$ cat config.mk
export PLATFORM = sky130hd
export DESIGN_NAME = apsr_ctrl
export DESIGN_NICKNAME = d
export VERILOG_FILES = /design/src/include/apsr_pkg.sv /design/src/rtl/apsr_timer.sv /design/src/rtl/apsr_irq.sv /design/src/rtl/apsr_ctrl.sv
export VERILOG_INCLUDE_DIRS = /design/src /design/src/include
export SDC_FILE = /design/constraint.sdc
export NUM_CORES = 1
export LEC_CHECK = 0
export BUFFER_PORTS_ARGS = -buffer_cell sky130_fd_sc_hd__buf_2
export CORE_ASPECT_RATIO = 1.25
export CORE_MARGIN = 1
export CORE_UTILIZATION = 50
export DETAILED_ROUTE_END_ITERATION = 8
export GPL_TIMING_DRIVEN = 0
export PLACE_DENSITY = 0.75
export RECOVER_POWER = 25
export SKIP_CTS_REPAIR_TIMING = 1
export SLEW_MARGIN = 10
export SYNTH_ARGS = -nofsm -noshare
export SYNTH_HDL_FRONTEND = slang
export SYNTH_SLANG_ARGS = --single-unit
export TNS_END_PERCENT = 1
$ cat constraint.sdc
create_clock -name clock -period 2.67 [get_ports clock]
set_clock_uncertainty 0.05 [all_clocks]
set_input_delay 0.1335 -clock clock [delete_from_list [all_inputs] [get_ports clock]]
set_output_delay 0.1335 -clock clock [all_outputs]
set_load 0.02 [all_outputs]
$ cat src/include/apsr_params.svh
// Notes on behaviour
// (RULE1) Read uses command 02, data number 91
// (RULE2) Reply carries 32-bit hex position
// (RULE3) Read addressed to chosen drive station
// (RULE4) Drive returns current position as reply
// (RULE5) Drive loads reply into position command
// (RULE6) Read position after every servo-on assertion
// (RULE7) Controller watches transfer for time-outs
// (RULE8) Power stage on 95 ms after servo-on
// (RULE9) Ready only after power stage enabled
// (RULE10) No pulses before ready and position
// (RULE11) Drive answers faults with error code
// (RULE12) Retry errors, then enter error handling
// (RULE13) On alarm, drop servo-on first
// (RULE14) After alarm clear, redo full sequence
// (RULE15) Stop release: 210 ms stage, 5 ms ready
// (RULE16) Read between ready and first pulse
// (RULE17) Read each time ready rises
// (RULE18) Missing or bad reply counts as error
`ifndef APSR_PARAMS_SVH
`define APSR_PARAMS_SVH
`define APSR_CMD_READ       8'h02
`define APSR_DATA_ABS       8'h91
`define APSR_CLK_HZ         25000000
`define APSR_TIMEOUT_MS     100
`define APSR_TIMEOUT_CYC    ((`APSR_CLK_HZ / 1000) * `APSR_TIMEOUT_MS)
`define APSR_RETRIES        3
`define APSR_ADDR_CTRL      4'h0
`define APSR_ADDR_STATUS    4'h1
`define APSR_ADDR_POS       4'h2
`define APSR_ADDR_IRQ_STAT  4'h3
`define APSR_ADDR_IRQ_EN    4'h4
`define APSR_ADDR_IRQ_CLR   4'h5
`define APSR_CTRL_SERVO     0
`define APSR_CTRL_RESET     1
`define APSR_CTRL_STATION   8
`define APSR_EV_DONE        0
`define APSR_EV_FAIL        1
`define APSR_EV_ALARM       2
`define APSR_EV_W           3
`endif

$ cat src/include/apsr_pkg.sv
package apsr_pkg;
	typedef enum logic [6:0] {
		APSR_IDLE  = 7'h01,
		APSR_WAIT  = 7'h02,
		APSR_SEND  = 7'h04,
		APSR_RECV  = 7'h08,
		APSR_RUN   = 7'h10,
		APSR_FAIL  = 7'h20,
		APSR_ALARM = 7'h40
	} apsr_state_e;
	typedef logic [31:0] apsr_pos_t;
endpackage : apsr_pkg

$ cat src/rtl/apsr_timer.sv
`timescale 1ns/10ps
`default_nettype none
module apsr_timer #(
	parameter int W = 32
) (
	input  wire logic         clock,
	input  wire logic         rst_b,
	input  wire logic         start,
	input  wire logic         stop,
	input  wire logic [W-1:0] limit,
	output logic              expired
);
	logic [W-1:0] count;
	logic         running;
	// Time-out watch on a pending reply
	always_ff @(posedge clock) begin
		if (!rst_b) begin
			running <= 1'b0;
			count   <= '0;
		end else if (start) begin
			// Start wins: the command is taken before the receive state (APSR_RECV) is entered
			running <= 1'b1;
			count   <= '0;
		end else if (stop) begin
			running <= 1'b0;
			count   <= '0;
		end else if (running && count != limit) begin
			count <= count + 1'b1;
		end
	end
	assign expired = running && (count == limit);
endmodule : apsr_timer
`default_nettype wire

$ cat src/rtl/apsr_irq.sv
`timescale 1ns/10ps
`default_nettype none
module apsr_irq #(
	parameter int N = 3
) (
	input  wire logic         clock,
	input  wire logic         rst_b,
	input  wire logic [N-1:0] events,
	input  wire logic [N-1:0] clear,
	input  wire logic         en_we,
	input  wire logic [N-1:0] en_wdata,
	output logic      [N-1:0] status,
	output logic      [N-1:0] enable,
	output logic              irq
);
	genvar i;
	generate
		for (i = 0; i < N; i++) begin : g_bit
			// Set wins over clear
			always_ff @(posedge clock) begin
				if (!rst_b) begin
					status[i] <= 1'b0;
				end else if (events[i]) begin
					status[i] <= 1'b1;
				end else if (clear[i]) begin
					status[i] <= 1'b0;
				end
			end
		end
	endgenerate
	always_ff @(posedge clock) begin
		if (!rst_b) begin
			enable <= '0;
		end else if (en_we) begin
			enable <= en_wdata;
		end
	end
	assign irq = |(status & enable);
endmodule : apsr_irq
`default_nettype wire

$ cat src/rtl/apsr_ctrl.sv
`timescale 1ns/10ps
`default_nettype none
`include "apsr_params.svh"
module apsr_ctrl #(
	parameter int TIMEOUT_CYC = `APSR_TIMEOUT_CYC,
	parameter int RETRIES     = `APSR_RETRIES
) (
	input  wire logic        clock,
	input  wire logic        rst_b,
	input  wire logic [3:0]  addr,
	input  wire logic [31:0] wdata,
	input  wire logic        wr,
	input  wire logic        rd,
	output logic      [31:0] rdata,
	output logic             servo_on_input,
	output logic             alarm_reset_input,
	input  wire logic        ready_output,
	input  wire logic        trouble_output,
	input  wire logic        forced_stop_input,
	output logic             cmd_valid,
	output logic      [7:0]  cmd_station,
	output logic      [7:0]  cmd_code,
	output logic      [7:0]  cmd_data_no,
	input  wire logic        cmd_ready,
	input  wire logic        reply_valid,
	input  wire logic        reply_error,
	input  wire logic [31:0] reply_pos,
	output logic             pulse_enable,
	output logic             irq
);
	apsr_pkg::apsr_state_e state;
	apsr_pkg::apsr_state_e next_state;
	apsr_pkg::apsr_pos_t   position;
	logic                  servo_req;
	logic [7:0]            station;
	logic                  ready_q;
	logic                  ready_rise;
	logic [7:0]            tries;
	logic                  expired;
	logic                  got_good;
	logic                  got_bad;
	logic [`APSR_EV_W-1:0] events;
	logic [`APSR_EV_W-1:0] irq_status;
	logic [`APSR_EV_W-1:0] irq_enable;
	logic                  alarm_q;
	logic                  rst_pulse;

	assign ready_rise = ready_output && !ready_q;
	assign got_good   = (state == apsr_pkg::APSR_RECV) && reply_valid && !reply_error;
	assign got_bad    = (state == apsr_pkg::APSR_RECV) && ((reply_valid && reply_error) || expired); // [RULE11] [RULE18]

	always_ff @(posedge clock) begin
		if (!rst_b) begin
			ready_q <= 1'b0;
			alarm_q <= 1'b0;
		end else begin
			ready_q <= ready_output;
			alarm_q <= trouble_output;
		end
	end

	// Servo-on drive; alarm forces it low
	always_ff @(posedge clock) begin
		if (!rst_b) begin
			servo_req <= 1'b0;
			station   <= 8'h00;
			rst_pulse <= 1'b0;
		end else begin
			rst_pulse <= 1'b0;
			if (trouble_output) begin
				servo_req <= 1'b0; // [RULE13]
			end else if (wr && addr == `APSR_ADDR_CTRL) begin
				servo_req <= wdata[`APSR_CTRL_SERVO];
				station   <= wdata[`APSR_CTRL_STATION +: 8];
				rst_pulse <= wdata[`APSR_CTRL_RESET];
			end
		end
	end
	always_ff @(posedge clock) begin
		if (!rst_b) begin
			servo_on_input    <= 1'b0;
			alarm_reset_input <= 1'b0;
		end else begin
			servo_on_input    <= servo_req && !trouble_output;
			alarm_reset_input <= rst_pulse && !servo_req;
		end
	end

	// Sequencer
	always_comb begin
		next_state = state;
		case (state)
			apsr_pkg::APSR_IDLE: begin
				if (servo_on_input) begin
					next_state = apsr_pkg::APSR_WAIT; // [RULE6]
				end
			end
			apsr_pkg::APSR_WAIT: begin
				if (ready_rise) begin
					next_state = apsr_pkg::APSR_SEND; // [RULE17] [RULE9] [RULE8] [RULE15]
				end
			end
			apsr_pkg::APSR_SEND: begin
				if (cmd_ready) begin
					next_state = apsr_pkg::APSR_RECV;
				end
			end
			apsr_pkg::APSR_RECV: begin
				if (got_good) begin
					next_state = apsr_pkg::APSR_RUN;
				end else if (got_bad) begin
					next_state = (tries >= 8'(RETRIES)) ? apsr_pkg::APSR_FAIL : apsr_pkg::APSR_SEND; // [RULE12]
				end
			end
			apsr_pkg::APSR_RUN: begin
				if (!ready_output) begin
					next_state = apsr_pkg::APSR_WAIT; // [RULE17]
				end
			end
			apsr_pkg::APSR_FAIL: begin
				if (!servo_on_input) begin
					next_state = apsr_pkg::APSR_IDLE;
				end
			end
			apsr_pkg::APSR_ALARM: begin
				if (!trouble_output && !servo_on_input) begin
					next_state = apsr_pkg::APSR_IDLE; // [RULE14]
				end
			end
			default: next_state = apsr_pkg::APSR_IDLE;
		endcase
		if (trouble_output) begin
			next_state = apsr_pkg::APSR_ALARM; // [RULE13]
		end else if (!servo_on_input && state != apsr_pkg::APSR_ALARM) begin
			next_state = apsr_pkg::APSR_IDLE;
		end
	end

	always_ff @(posedge clock) begin
		if (!rst_b) begin
			state <= apsr_pkg::APSR_IDLE;
		end else begin
			state <= next_state;
		end
	end

	always_ff @(posedge clock) begin
		if (!rst_b) begin
			tries <= 8'h00;
		end else if (state == apsr_pkg::APSR_WAIT) begin
			tries <= 8'h00;
		end else if (got_bad) begin
			tries <= tries + 8'h01;
		end
	end

	always_ff @(posedge clock) begin
		if (!rst_b) begin
			position <= '0;
		end else if (got_good) begin
			position <= reply_pos; // [RULE2]
		end
	end

	// Command fields
	assign cmd_valid   = (state == apsr_pkg::APSR_SEND);
	assign cmd_station = station;       // [RULE3]
	assign cmd_code    = `APSR_CMD_READ; // [RULE1]
	assign cmd_data_no = `APSR_DATA_ABS; // [RULE1]

	// Pulses only after a fresh position
	assign pulse_enable = (state == apsr_pkg::APSR_RUN) && ready_output; // [RULE10] [RULE16]

	apsr_timer #(
		.W(32)
	) u_timer (
		.clock  (clock),
		.rst_b  (rst_b),
		.start  (cmd_valid && cmd_ready),
		.stop   (state != apsr_pkg::APSR_RECV || reply_valid),
		.limit  (32'(TIMEOUT_CYC)),
		.expired(expired) // [RULE7]
	);

	assign events = {trouble_output && !alarm_q,
	                 got_bad && tries >= 8'(RETRIES),
	                 got_good};

	apsr_irq #(
		.N(`APSR_EV_W)
	) u_irq (
		.clock   (clock),
		.rst_b   (rst_b),
		.events  (events),
		.clear   ((wr && addr == `APSR_ADDR_IRQ_CLR) ? wdata[`APSR_EV_W-1:0] : '0),
		.en_we   (wr && addr == `APSR_ADDR_IRQ_EN),
		.en_wdata(wdata[`APSR_EV_W-1:0]),
		.status  (irq_status),
		.enable  (irq_enable),
		.irq     (irq)
	);

	// Register read, data one cycle later
	always_ff @(posedge clock) begin
		if (!rst_b) begin
			rdata <= 32'h0000_0000;
		end else if (rd) begin
			if (addr == `APSR_ADDR_CTRL) begin
				rdata <= {16'h0000, station, 7'h00, servo_req};
			end else if (addr == `APSR_ADDR_STATUS) begin
				rdata <= {8'h00, tries, 5'h00, forced_stop_input, trouble_output, ready_output, 1'b0, state};
			end else if (addr == `APSR_ADDR_POS) begin
				rdata <= position;
			end else if (addr == `APSR_ADDR_IRQ_STAT) begin
				rdata <= {29'h0, irq_status};
			end else if (addr == `APSR_ADDR_IRQ_EN) begin
				rdata <= {29'h0, irq_enable};
			end else begin
				rdata <= 32'h0000_0000;
			end
		end else begin
			rdata <= 32'h0000_0000;
		end
	end
endmodule : apsr_ctrl
`default_nettype wire

==> qor.yml <==
synthesis:
  ys.flop_type: "dfxtp_1"
  synth-compound-area-share: 0.133
  ys_seq_area_frac: 0.467
  synth_edf_count: 0
  synth_top_family_by_area: "simple AND/OR/NAND/NOR gates"
  avgSynthCellArea_um2: 8.66
  yosys.area_share.simple: 0.272
  syn-instance-count: 653
  synthAdderAreaFrac: 0.00663
  synth_xor_area_frac: 0.0619
  ys_ff_latch: 132
  synth_warnings: 0
  synth.cell_area_um2: 5660
  ys_types: 59
  synth.area.mux_share: 0.00708
  async_reset_ff_frac: 0
power_and_ir_drop:
  power_leakage_uw: 0.00273
  p_total_uw: 4630
  ir_drop_uv: 484
  power_density_nw_per_um2: 625
critical_path:
  reg2reg_slack_ns: 0.16
  path_max_fanout: 10
  rr_startpoint: "state[4]"
  crit_arrival_ns: 2.78
  critical_path_class: "flop to flop"
  max_stage_delay_ns: 0.38
  cp_num_buf_inv: 3
  worstPathCellList: "clkbuf_1 -> nor3_2 -> nand4b_1 -> nor2b_1 -> clkbuf_1 -> clkbuf_2 -> nand2_1 -> a21boi_0"
  crit_family: "buffers and inverters"
  crit_top_cell: "clkbuf_1"
  slowest_stage: "clkbuf_1"
  cp-start-kind: "flop"
  critical_path.endpoint_type: "flop"
  r2r_cells: 8
  rr_endpoint: "position[9]"
  worst_ep_required_time_ns: 2.93
cells_and_area:
  fin_nets: 913
  fill_cells: 885
  diodes: 0
  design_area_um2: 7420
  area_growth_pct: 31.1
  fin_cells: 980
  multi_input_area_um2: 2780
  drive_gt1_frac: 0.149
  seqCellArea_um2: 2640
min_path:
  hp-class: "primary input to flop"
  hp-start: "wdata[2]"
  holdPathEnd: "u_irq.enable[2]"
  hold_depth: 3
sta:
  fmax_mhz: 398
  hold-worst-slack_ns: -0.0439
  setup-violations-final: 0
  finalHoldViolCount: 2
  period_needed_ns: 2.51
  tightest_slew_ns: 0.850
  relSlewSlack: 0.429
  slew_viol_final: 0
  min_period_over_period: 0.942
clocking:
  root_buffer: "clkbuf_16"
  cts.sinks: 132
  cts_buffers: 17
  insertion_delay_ns: 0.42
  clock_path_buffers: 2
  htree_levels: 4
  clkSlewWorstSetupHoldPaths_ns: 0.06
  cts_tree: "built"
drt:
  drc: 0
  wl_mm: 14.7
  wl_per_cell_um: 15.0
  drt_iter0_drc: 262
  via_count: 5291
  detail-route-antenna-nets: 0
  drt_pre_antenna_iters: 5
  vias_per_cell: 5.40
outcome:
  status: "complete, but fails checks"
  violations: "hold timing"
grt:
  grt_pass1_vias: 4733
  track_usage: 0.233
  grt_start_max_net_pins: 17
  antenna_found_initial: 0
  grt_pass1_wl_mm: 21.9
  grt_overflow: 0
floorplanning:
  start_util: 0.510
  coreArea_um2: 11100
  io_pins: 139
  die_w_um: 97.1
  rows: 43
  dieArea_um2: 11700
  die_h_um: 121
run:
  cap_viol_max_count: 0
place:
  place_hpwl_mm: 9.88
  dp_cells: 901
  dpl_cell_area_um2: 6370
  port_buffers: 99
  gp_congestion: 0.868
[cell usage after synthesis (all sizes together), types with 4 or more instances]
cell type | n | area, um2
nor2b | 16 | 100
a22oi | 18 | 135
and3 | 8 | 52.6
o21ai | 6 | 30.0
nand2b | 4 | 25.0
and4 | 7 | 62.6
a21oi | 17 | 85.1
nor4 | 9 | 83.8
dfxtp | 132 | 2640
and2 | 14 | 88.8
buf | 19 | 134
mux2i | 4 | 40.0
clkbuf | 28 | 115
nand2 | 113 | 424
xnor2 | 14 | 123
nor2 | 74 | 278
xor2 | 26 | 228
nor3 | 17 | 85.1
nand3 | 19 | 95.1
a21boi | 42 | 315
inv | 8 | 30.0
or4 | 4 | 33.8
a22o | 5 | 43.8
nand4 | 10 | 62.6
[worst max-delay path by stage]
stage / from / end / slack [ns] / cells after the start
after floorplan: u_timer.count[16] / tries[6] / 0.59 / 6
after global placement: state[4] / position[7] / 0.15 / 8
after detailed placement: state[4] / position[9] / 0.04 / 8
after CTS: state[4] / position[9] / 0.004 / 8
after global routing: state[4] / position[9] / -0.05 / 8
final: state[4] / position[9] / 0.16 / 8
[cells in the final DEF (no fill, tap or decap), types with 3 or more instances in the layout]
cell           Yosys  routed
xnor2_1           14      14
clkbuf_16          0      17
mux2i_1            4       4
nand2_1          113     113
nor2_1            74      74
a22oi_1           18      18
a21boi_0          42      42
a21oi_1           17      17
dfxtp_1          132     132
and2_1            13      11
nand4b_1           3       3
bufinv_16          0       3
inv_6              0       4
buf_4             16      16
xor2_1            26      26
a22o_1             5       5
nor3_1            17      16
buf_2              2      60
nand3_1           19      19
ha_1               3       3
dlygate4sd3_1      0      47
nand4_1           10      10
nand2b_1           4       4
nor2b_1           16      16
or3_1              3       3
clkinv_4           0       3
or4_1              3       3
o21ai_0            6       6
nor4_1             6       6
and4_1             6       6
clkbuf_1          27      67
conb_1             2      16
and3_1             6       6
inv_1              8       8
[state kept, by name, indices dropped and copies added, names as in the netlist]
register           cells
alarm_q                1
u_timer.running        1
u_irq.enable           3
cmd_station            8
u_irq.status           3
ready_q                1
rst_pulse              1
tries                  8
state                  7
servo_on_input         1
position              32
alarm_reset_input      1
rdata                 32
servo_req              1
u_timer.count         32
[worst min-delay path, stage by stage]
cell and delay (ns):
buf_2 0.09, mux2i_1 0.06, nor2b_1 0.10
[logic make-up after synthesis]
logic type	after synthesis
xor gates and xnor gates	40
other	2
DFF	132
adders and majority gates	3
AOI/OAI and AO/OA	103
muxes	4
buffers and inverters	56
and+or+nand+nor	313
[area by class of cell]
| cell class | instances | area share |
|---|---|---|
| clock inverters | 14 | 0.0238 |
| well taps | 135 | 0.0228 |
| clock buffers | 18 | 0.0592 |
| multi-input cells | 479 | 0.375 |
| flip-flops and latches | 132 | 0.356 |
| plain buffers | 48 | 0.0351 |
| inverters | 8 | 0.00405 |
| repair buffers | 146 | 0.123 |
[per-stage QoR]
step	hold slack, ns	setup TNS, ns	util	setup slack [ns]
4_1_cts	-0.0961	0	0.631	0.00420
6_report	-0.0439	0	0.669	0.156
5_1_grt	0.000188	-0.0458	0.669	-0.0458
2_1_floorplan	0.160	0	-	0.586
3_3_place_gp	0.335	0	0.575	0.149
3_5_place_dp	0.337	0	0.575	0.0385
[per-layer routing]
metal,GRT usage,up-vias,part of all wire
met5,0,-,0
met4,0.0914,0,0.025
met3,0.0634,40,0.065
met2,0.415,213,0.51
met1,0.263,2484,0.40
li1,-,2554,-
[report_power, final]
group,switching [uW],leakage (uW),internal [uW]
logic,118,0.00137,125
clock network,902,0.000298,1510
registers,6.48,0.00106,1980
No activity file was read; power rests on OpenSTA's default activity.
